`config.mk`:
```
export PLATFORM = sky130hd
export DESIGN_NAME = serial_lane_crossbar_upper
export DESIGN_NICKNAME = d
export VERILOG_FILES = /design/src/logic/lane_xbar_pkg.sv /design/src/logic/serial_lane_crossbar_upper.sv
export SDC_FILE = /design/constraint.sdc
export NUM_CORES = 1
export LEC_CHECK = 0
export BUFFER_PORTS_ARGS = -buffer_cell sky130_fd_sc_hd__buf_2
export CAP_MARGIN = 20
export CORE_MARGIN = 4
export CORE_UTILIZATION = 47
export CTS_BUF_LIST = sky130_fd_sc_hd__clkbuf_4 sky130_fd_sc_hd__clkbuf_8 sky130_fd_sc_hd__clkbuf_16
export DETAILED_ROUTE_END_ITERATION = 7
export PLACE_DENSITY = 0.67
export SLEW_MARGIN = 30
export SYNTH_ARGS = -nofsm -noshare
export SYNTH_HDL_FRONTEND = slang
export SYNTH_SLANG_ARGS = --single-unit
```
`constraint.sdc`:
```
create_clock -name core_clk -period 20.5 [get_ports core_clk]
set_clock_uncertainty 0.1 [all_clocks]
set_input_delay 3.075 -clock core_clk [delete_from_list [all_inputs] [get_ports core_clk]]
set_output_delay 3.075 -clock core_clk [all_outputs]
set_load 0.1 [all_outputs]
```
`src/logic/lane_xbar_pkg.sv`:
```
package lane_xbar_pkg;
    // Lane counts and widths
    localparam int PHY_LANES  = 8;
    localparam int LOG_LANES  = 4;
    localparam int DATA_W     = 8;
    localparam int SEL_W      = 3;
    localparam int ADDR_W     = 12;
    localparam int FIFO_DEPTH = 2;
    // Register byte addresses
    localparam logic [11:0] ROUTE45_ADDR = 12'h30a;
    localparam logic [11:0] ROUTE67_ADDR = 12'h30b;
    localparam logic [11:0] FULL_ADDR    = 12'h30c;
    localparam logic [11:0] EMPTY_ADDR   = 12'h30d;
    // Select field positions within a route register
    localparam int SEL_LO_LSB = 0;
    localparam int SEL_HI_LSB = 3;
    localparam int ROUTE_W    = 6;
    // Reset values
    localparam logic [5:0] ROUTE45_RST = 6'h2c;
    localparam logic [5:0] ROUTE67_RST = 6'h3e;
    localparam logic [1:0] CNT_FULL    = 2'h2;
    // Whole state of the crossbar slice
    typedef struct packed {
        logic [5:0]            route45;  // Selects for lanes 4 and 5
        logic [5:0]            route67;  // Selects for lanes 6 and 7
        logic [7:0][1:0][7:0]  mem;      // Two-entry buffer per input
        logic [7:0]            wp;       // Write pointers
        logic [7:0]            rp;       // Read pointers
        logic [7:0][1:0]       cnt;      // Fill counts
        logic [7:0]            inRdy;    // Ready towards each input
        logic [3:0][7:0]       outData;  // Logical lane words
        logic [3:0]            outValid; // Logical lane valids
        logic [7:0]            rdData;   // Read answer
        logic                  rdValid;  // Read answer strobe
    } state_t;
endpackage

```
`src/logic/serial_lane_crossbar_upper.sv`:
```
`timescale 1ns/1ns
module serial_lane_crossbar_upper (
    input  wire logic             core_clk,
    input  wire logic             nrst,
    input  wire logic [11:0]      regAddr,
    input  wire logic             regWrEn,
    input  wire logic [7:0]       regWrData,
    input  wire logic             regRdEn,
    output logic      [7:0]       regRdData,
    output logic                  regRdValid,
    input  wire logic [7:0][7:0]  phyData,
    input  wire logic [7:0]       phyValid,
    output logic      [7:0]       phyReady,
    input  wire logic             linkReady,
    output logic      [3:0][7:0]  logicalData,
    output logic      [3:0]       logicalValid
);
    // Reset release pipeline
    logic [1:0] rstPipe;
    logic       rstn;
    // Registered and next state
    lane_xbar_pkg::state_t st_reg;
    lane_xbar_pkg::state_t st_next;
    // Decoded per-input flags and heads
    logic [7:0]      fullBits;
    logic [7:0]      emptyBits;
    logic [7:0][7:0] headData;
    // Select per logical lane, index 0 is lane 4
    logic [3:0][2:0] sel;
    logic [3:0][7:0] selHead;
    logic [3:0]      selValid;

    // Two-flop release of the async reset
    always_ff @(posedge core_clk or negedge nrst) begin
        if (!nrst) begin
            rstPipe <= 2'h0;
        end else begin
            rstPipe <= {rstPipe[0], 1'b1};
        end
    end
    assign rstn = rstPipe[1];

    // Per-input status and head of buffer
    genvar n;
    generate
        for (n = 0; n < lane_xbar_pkg::PHY_LANES; n++) begin : g_phy
            assign fullBits[n]  = st_reg.cnt[n] == lane_xbar_pkg::CNT_FULL;
            assign emptyBits[n] = st_reg.cnt[n] == 2'h0;
            assign headData[n]  = st_reg.mem[n][st_reg.rp[n]];
        end
    endgenerate

    // Select fields out of the two route registers
    assign sel[0] = st_reg.route45[lane_xbar_pkg::SEL_LO_LSB +: 3];
    assign sel[1] = st_reg.route45[lane_xbar_pkg::SEL_HI_LSB +: 3];
    assign sel[2] = st_reg.route67[lane_xbar_pkg::SEL_LO_LSB +: 3];
    assign sel[3] = st_reg.route67[lane_xbar_pkg::SEL_HI_LSB +: 3];

    // Crossbar: each logical lane picks any input, sharing allowed
    genvar k;
    generate
        for (k = 0; k < lane_xbar_pkg::LOG_LANES; k++) begin : g_log
            assign selHead[k]  = headData[sel[k]];
            assign selValid[k] = !emptyBits[sel[k]];
        end
    endgenerate

    // Next-state logic for buffers, crossbar and registers
    always_comb begin
        // Per-input handshake terms, reused on each loop pass
        logic push;
        logic pop;
        push = 1'b0;
        pop  = 1'b0;
        // Everything holds unless a branch below moves it
        st_next = st_reg;
        // Input buffers: pop is broadcast so every reader sees the same word
        for (int i = 0; i < lane_xbar_pkg::PHY_LANES; i++) begin
            push = phyValid[i] && st_reg.inRdy[i];
            pop  = linkReady && !emptyBits[i];
            if (push) begin
                st_next.mem[i][st_reg.wp[i]] = phyData[i];
                st_next.wp[i] = !st_reg.wp[i];
            end
            if (pop) begin
                st_next.rp[i] = !st_reg.rp[i];
            end
            st_next.cnt[i]   = st_reg.cnt[i] + {1'b0, push} - {1'b0, pop};
            // Ready drops as soon as the buffer fills
            st_next.inRdy[i] = st_next.cnt[i] != lane_xbar_pkg::CNT_FULL;
        end
        // Logical lanes advance only when the receiver takes words
        if (linkReady) begin
            for (int j = 0; j < lane_xbar_pkg::LOG_LANES; j++) begin
                st_next.outData[j]  = selHead[j];
                st_next.outValid[j] = selValid[j];
            end
        end
        // Register writes, reserved bits discarded
        if (regWrEn) begin
            case (regAddr)
                lane_xbar_pkg::ROUTE45_ADDR: begin
                    st_next.route45 = regWrData[5:0];
                end
                lane_xbar_pkg::ROUTE67_ADDR: begin
                    st_next.route67 = regWrData[5:0];
                end
                default: begin
                    // Status and unmapped writes ignored
                end
            endcase
        end
        // Register reads, answer one cycle later
        st_next.rdValid = regRdEn;
        if (regRdEn) begin
            case (regAddr)
                lane_xbar_pkg::ROUTE45_ADDR: begin
                    st_next.rdData = {2'h0, st_reg.route45};
                end
                lane_xbar_pkg::ROUTE67_ADDR: begin
                    st_next.rdData = {2'h0, st_reg.route67};
                end
                lane_xbar_pkg::FULL_ADDR: begin
                    st_next.rdData = fullBits;
                end
                lane_xbar_pkg::EMPTY_ADDR: begin
                    st_next.rdData = emptyBits;
                end
                default: begin
                    st_next.rdData = 8'h00;
                end
            endcase
        end
    end

    // State register
    always_ff @(posedge core_clk or negedge rstn) begin
        if (!rstn) begin
            st_reg          <= '0;
            st_reg.route45  <= lane_xbar_pkg::ROUTE45_RST;
            st_reg.route67  <= lane_xbar_pkg::ROUTE67_RST;
            st_reg.inRdy    <= 8'hff;
        end else begin
            st_reg <= st_next;
        end
    end

    // Outputs straight from state flops
    assign regRdData    = st_reg.rdData;
    assign regRdValid   = st_reg.rdValid;
    assign phyReady     = st_reg.inRdy;
    assign logicalData  = st_reg.outData;
    assign logicalValid = st_reg.outValid;

    // Fill count never passes the two entries of a buffer
    genvar c;
    generate
        for (c = 0; c < lane_xbar_pkg::PHY_LANES; c++) begin : g_chk

        end
    endgenerate
endmodule

```
After elaboration in Yosys (flattened, before gate mapping)

Index checks and enable logic that the tools add are counted.

Equality and inequality tests: 20
Reductions and logical operators: 62
Muxes and demuxes: 57
$add $sub $neg: 16
$lt $le $gt $ge: 28

Operators by type and width:

| operator                                                                     | number |
|---|---|
| 8-bit two-way mux                                                            | 28 |
| 16-bit bitwise mux                                                           | 8 |
| 8-bit binary-select mux with 3-bit select                                    | 4 |
| 8-bit demux with 1-bit select                                                | 8 |
| 12-bit by 10-bit equality test with 1-bit output, second input constant      | 4 |
| 1-bit by 2-bit less-than comparator with 1-bit output, second input constant | 16 |
| 8-bit case mux with 4 select lines                                           | 1 |
| 1-bit logical NOT                                                            | 28 |
| 1-bit logical AND                                                            | 24 |
| 2-bit by 1-bit adder with 2-bit output                                       | 8 |
| 2-bit equality test, second input constant                                   | 8 |
| 2-bit logical NOT                                                            | 8 |
| 3-bit by 4-bit less-than comparator with 1-bit output, second input constant | 4 |
| 2-bit inequality test, second input constant                                 | 8 |
| 2-bit by 1-bit subtractor with 2-bit output                                  | 8 |
| 1-bit binary-select mux with 3-bit select                                    | 4 |
| 1-bit greater-or-equal comparator, second input constant                     | 8 |
| 1-bit two-way mux                                                            | 4 |
| 2-bit AND reduction                                                          | 2 |

Output and inout bits: 53
Bits in registers: 227
Logic and storage cells: 234
Input port bits: 97

Logic depth before layout (Yosys ltp)

Depth in word-level cells: 5
Depth in mapped cells: 8
Mapped depth without buffers: 8

Worst setup path before layout

Ideal clock, no wire load.

Kind: input -> register
Start point: in regAddr[7]
End point: reg st_reg, in the netlist sel[0]
Path slack: 16.056 ns
Stages: 5
Buffers on the path: 1
Data arrival time: 4.217 ns
Data required time: 20.272 ns
Cell sequence: nor4bb_1 -> and4_1 -> and4_1 -> buf_2 -> mux2_1

Word-level cells in the longest chain between the ends: 2

RTL lines:

| item                                             | RTL line                          | text |
|---|---|---|
| from (decl)                                      | serial_lane_crossbar_upper.sv:5   | `input wire logic [11:0] regAddr,` |
| 12-bit by 10-bit equality test with 1-bit output | serial_lane_crossbar_upper.sv:101 | `case (regAddr)` |
| 2-bit AND reduction (no line)                    | -                                 |  |
| to (signal assigned)                             | serial_lane_crossbar_upper.sv:144 | `st_reg <= st_next;` |
| to (decl)                                        | serial_lane_crossbar_upper.sv:22  | `lane_xbar_pkg::state_t st_reg;` |

No other way between the ends.
A chain may end at the register's enable or synchronous reset.

==> flow_metrics.py <==
metrics = {
    "synth": {
        "yosys-top-cells-area": "dfrtp_1 44%, mux2i_1 10%, mux2_2 8.6%, mux2_1 4.7%, buf_4 3.7%",
        "synth_nets": 1131,
        "synth_cell_type_count": 52,
        "synth_edf_count": 0,
        "synth_seq_cells": 227,
        "synth.top_cell.area_share": 0.436,
        "async_reset_ff_frac": 1.00,
        "syn_avg_cell_area_um2": 11.9,
        "ys_seq_area_frac": 0.470,
        "ys.flop_type": "dfrtp_1",
        "yosys.area.top_type": "dfrtp_1",
        "syn_inst": 1018,
        "ys_warn_count": 0,
        "synth_area_mm2": 0.0121,
    },
    "worst_hold_path": {
        "hp-class": "register to async pin",
    },
    "timing": {
        "grt_setup_unrepaired": "false",
        "tightest_slew_ns": 0.819,
        "fin_ws_ns": 15.72,
        "timing.final.hold_violations": 0,
        "hold_ws_ns": 0.203,
        "timing.fmax_mhz": 209,
        "slew_viol_final": 0,
        "finalSetupTns_ns": 0,
        "period_share": 0.233,
        "max_slew_margin": 0.454,
        "setup_viol": 0,
        "layout_min_cycle_time_ns": 4.78,
    },
    "pwr": {
        "p_per_area_mw_per_mm2": 174,
        "total_power_mw": 2.35,
        "ir_drop_uv": 118,
        "p_leak_nw": 5.82,
    },
    "critical_path": {
        "required_ns": 20.84,
        "arrival_ns": 5.12,
        "crit_fanout": 68,
        "cp-end-kind": "register",
        "crit_path_start_kind": "primary input",
        "path_class": "primary input to register",
    },
    "clock_tree": {
        "cts_buffer_depth": 3,
        "cts_root_buf": "clkbuf_16",
        "hold_buffers": 0,
        "cts_tree": "yes",
        "insertion_delay_ns": 0.53,
        "clkSlewWorstSetupHoldPaths_ns": 0.06,
        "cts_resized": 0,
        "cts_setup_buffers": 0,
        "htreeDepth": 1,
        "cts_buffers": 25,
        "cts_sinks": 227,
    },
    "layout": {
        "finish.utilization": 0.533,
        "syn_to_final_growth_pct": 11.1,
        "n_fill_cell": 2232,
        "multi_input_area_mm2": 0.00563,
        "final_common_cell": "dfrtp_1",
        "final_nets": 1207,
        "n_antenna_cell": 0,
        "seq_area_mm2": 0.00570,
        "layout_common_cells": "210 x dfrtp_1, 147 x buf_2, 123 x mux2i_1",
        "drive_above_1_share": 0.295,
        "largest_register_ff_count": 160,
    },
    "drt": {
        "drc": 0,
        "viasPerCell": 5.79,
        "drt_iter0_drc": 805,
        "postRouteAntennaNets": 0,
        "wl_per_cell_um": 21.1,
        "firstDrtPassIters": 7,
        "wl_mm": 30.4,
        "num_vias": 8347,
    },
    "global_route": {
        "grt.total_usage": 0.213,
        "grt-ovfl-total": 0,
        "grt-busiest-layer": "met2",
        "antenna_found_initial": 3,
        "grt_max_degree": 81,
        "use_met2": 0.332,
        "use_met1": 0.305,
        "grtUsageMet3": 0.0427,
        "grt_pass1_vias": 8412,
        "grt_first_pass_wirelength_mm": 48.1,
    },
    "die": {
        "die_area_mm2": 0.0284,
        "core_mm2": 0.0253,
        "rows": 58,
        "initial_core_util": 0.480,
        "fp.dieH_um": 169,
        "die_x_um": 169,
        "io_pins": 150,
    },
    "run": {
        "drv_cap": 0,
    },
    "placement": {
        "place_congestion": 0.893,
        "pre_cts_ws_ns": 15.19,
        "dp_hpwl_mm": 22.6,
        "port_buffers": 147,
    },
    "run_status": {
        "status": "completed",
    },
}
path summary, 6_finish.rpt:
| kind | start | endpoint | slack, ns | cells past startpoint |
|---|---|---|---|---|
| setup / recovery | linkReady | phyReady[2] | 15.72 | 9 |
| hold / removal | rstPipe[1] | st_reg[206] | 0.20 | 0 |
| setup reg to reg | sel[7] | logicalData[21] | 18.21 | 4 |
| hold reg to reg | rstPipe[1] | st_reg[206] | 0.20 | 0 |
| max in group asynchronous | nrst | rstPipe[1] | 17.97 | 1 |
| min in group core_clk | rstPipe[0] | rstPipe[1] | 0.25 | 0 |
where the power goes:
part | internal (mW) | switching [mW] | total (mW) | leakage [nW]
logic | 0.372 | 0.720 | 1.09 | 2.74
registers | 0.662 | 0.156 | 0.818 | 2.67
clock network | 0.262 | 0.176 | 0.438 | 0.404
total | 1.30 | 1.05 | 2.35 | 5.82
through the flow:
stage | instances | cell area [um2]
floorplan | 1018 | 12100
global placement | 1397 | 12700
detailed placement | 1397 | 12700
CTS | 1442 | 13500
global route | 1442 | 13500
finish | 1442 | 13500
cells in the mapped netlist, drive strengths merged (3+ instances only):
cell type,n
dfrtp,211
mux2,144
mux2i,123
buf,79
nor2,41
o22ai,37
nand2,36
inv,32
clkbuf,26
nand3,24
a22oi,22
nor2b,22
nand2b,21
xnor2,18
dfstp,16
ha,16
mux4,15
nor3,15
a211oi,14
o21ai,14
a221oi,13
o211ai,13
o32ai,12
or2,9
xor2,8
a32oi,4
nor3b,4
nor4,4
a311oi,3
a31oi,3
nand3b,3
critical path, stage by stage:
cell,delay (ns)
buf_2,0.25
buf_4,0.61
nor2b_1,0.29
ha_1,0.26
inv_1,0.06
ha_1,0.15
xnor2_1,0.14
xnor2_1,0.17
nand2b_1,0.08
cell type report:
cell class / count / share of cell area
flip-flops and latches: 227 / 0.423
multi-input cells: 654 / 0.418
repair buffers: 154 / 0.0588
clock buffers: 39 / 0.0552
well taps: 330 / 0.0307
inverters: 32 / 0.00892
clock inverters: 6 / 0.00474
metal layers:
layer  wire length, um  vias to the layer above  share of wire
met2             13900                      308           0.46
li1                  -                     3838              -
met5                34                        -         0.0011
met3              2100                       54          0.069
met1             13400                     4141           0.44
met4               909                        6          0.030
logic make-up (layout without fill, tap and decap cells):
logic type / count (synthesis) / after routing / synth area share
xor gates and xnor gates: 26 / 26 / 0.0188
adders and majority gates: 16 / 16 / 0.0165
and+or+nand+nor: 190 / 190 / 0.0822
buffers and inverters: 137 / 231 / 0.0652
DFF: 227 / 227 / 0.470
AOI/OAI and AO/OA: 139 / 139 / 0.0825
muxes: 282 / 282 / 0.264
other: 1 / 1 / 0.000309
(Power assumes the default switching activity.)
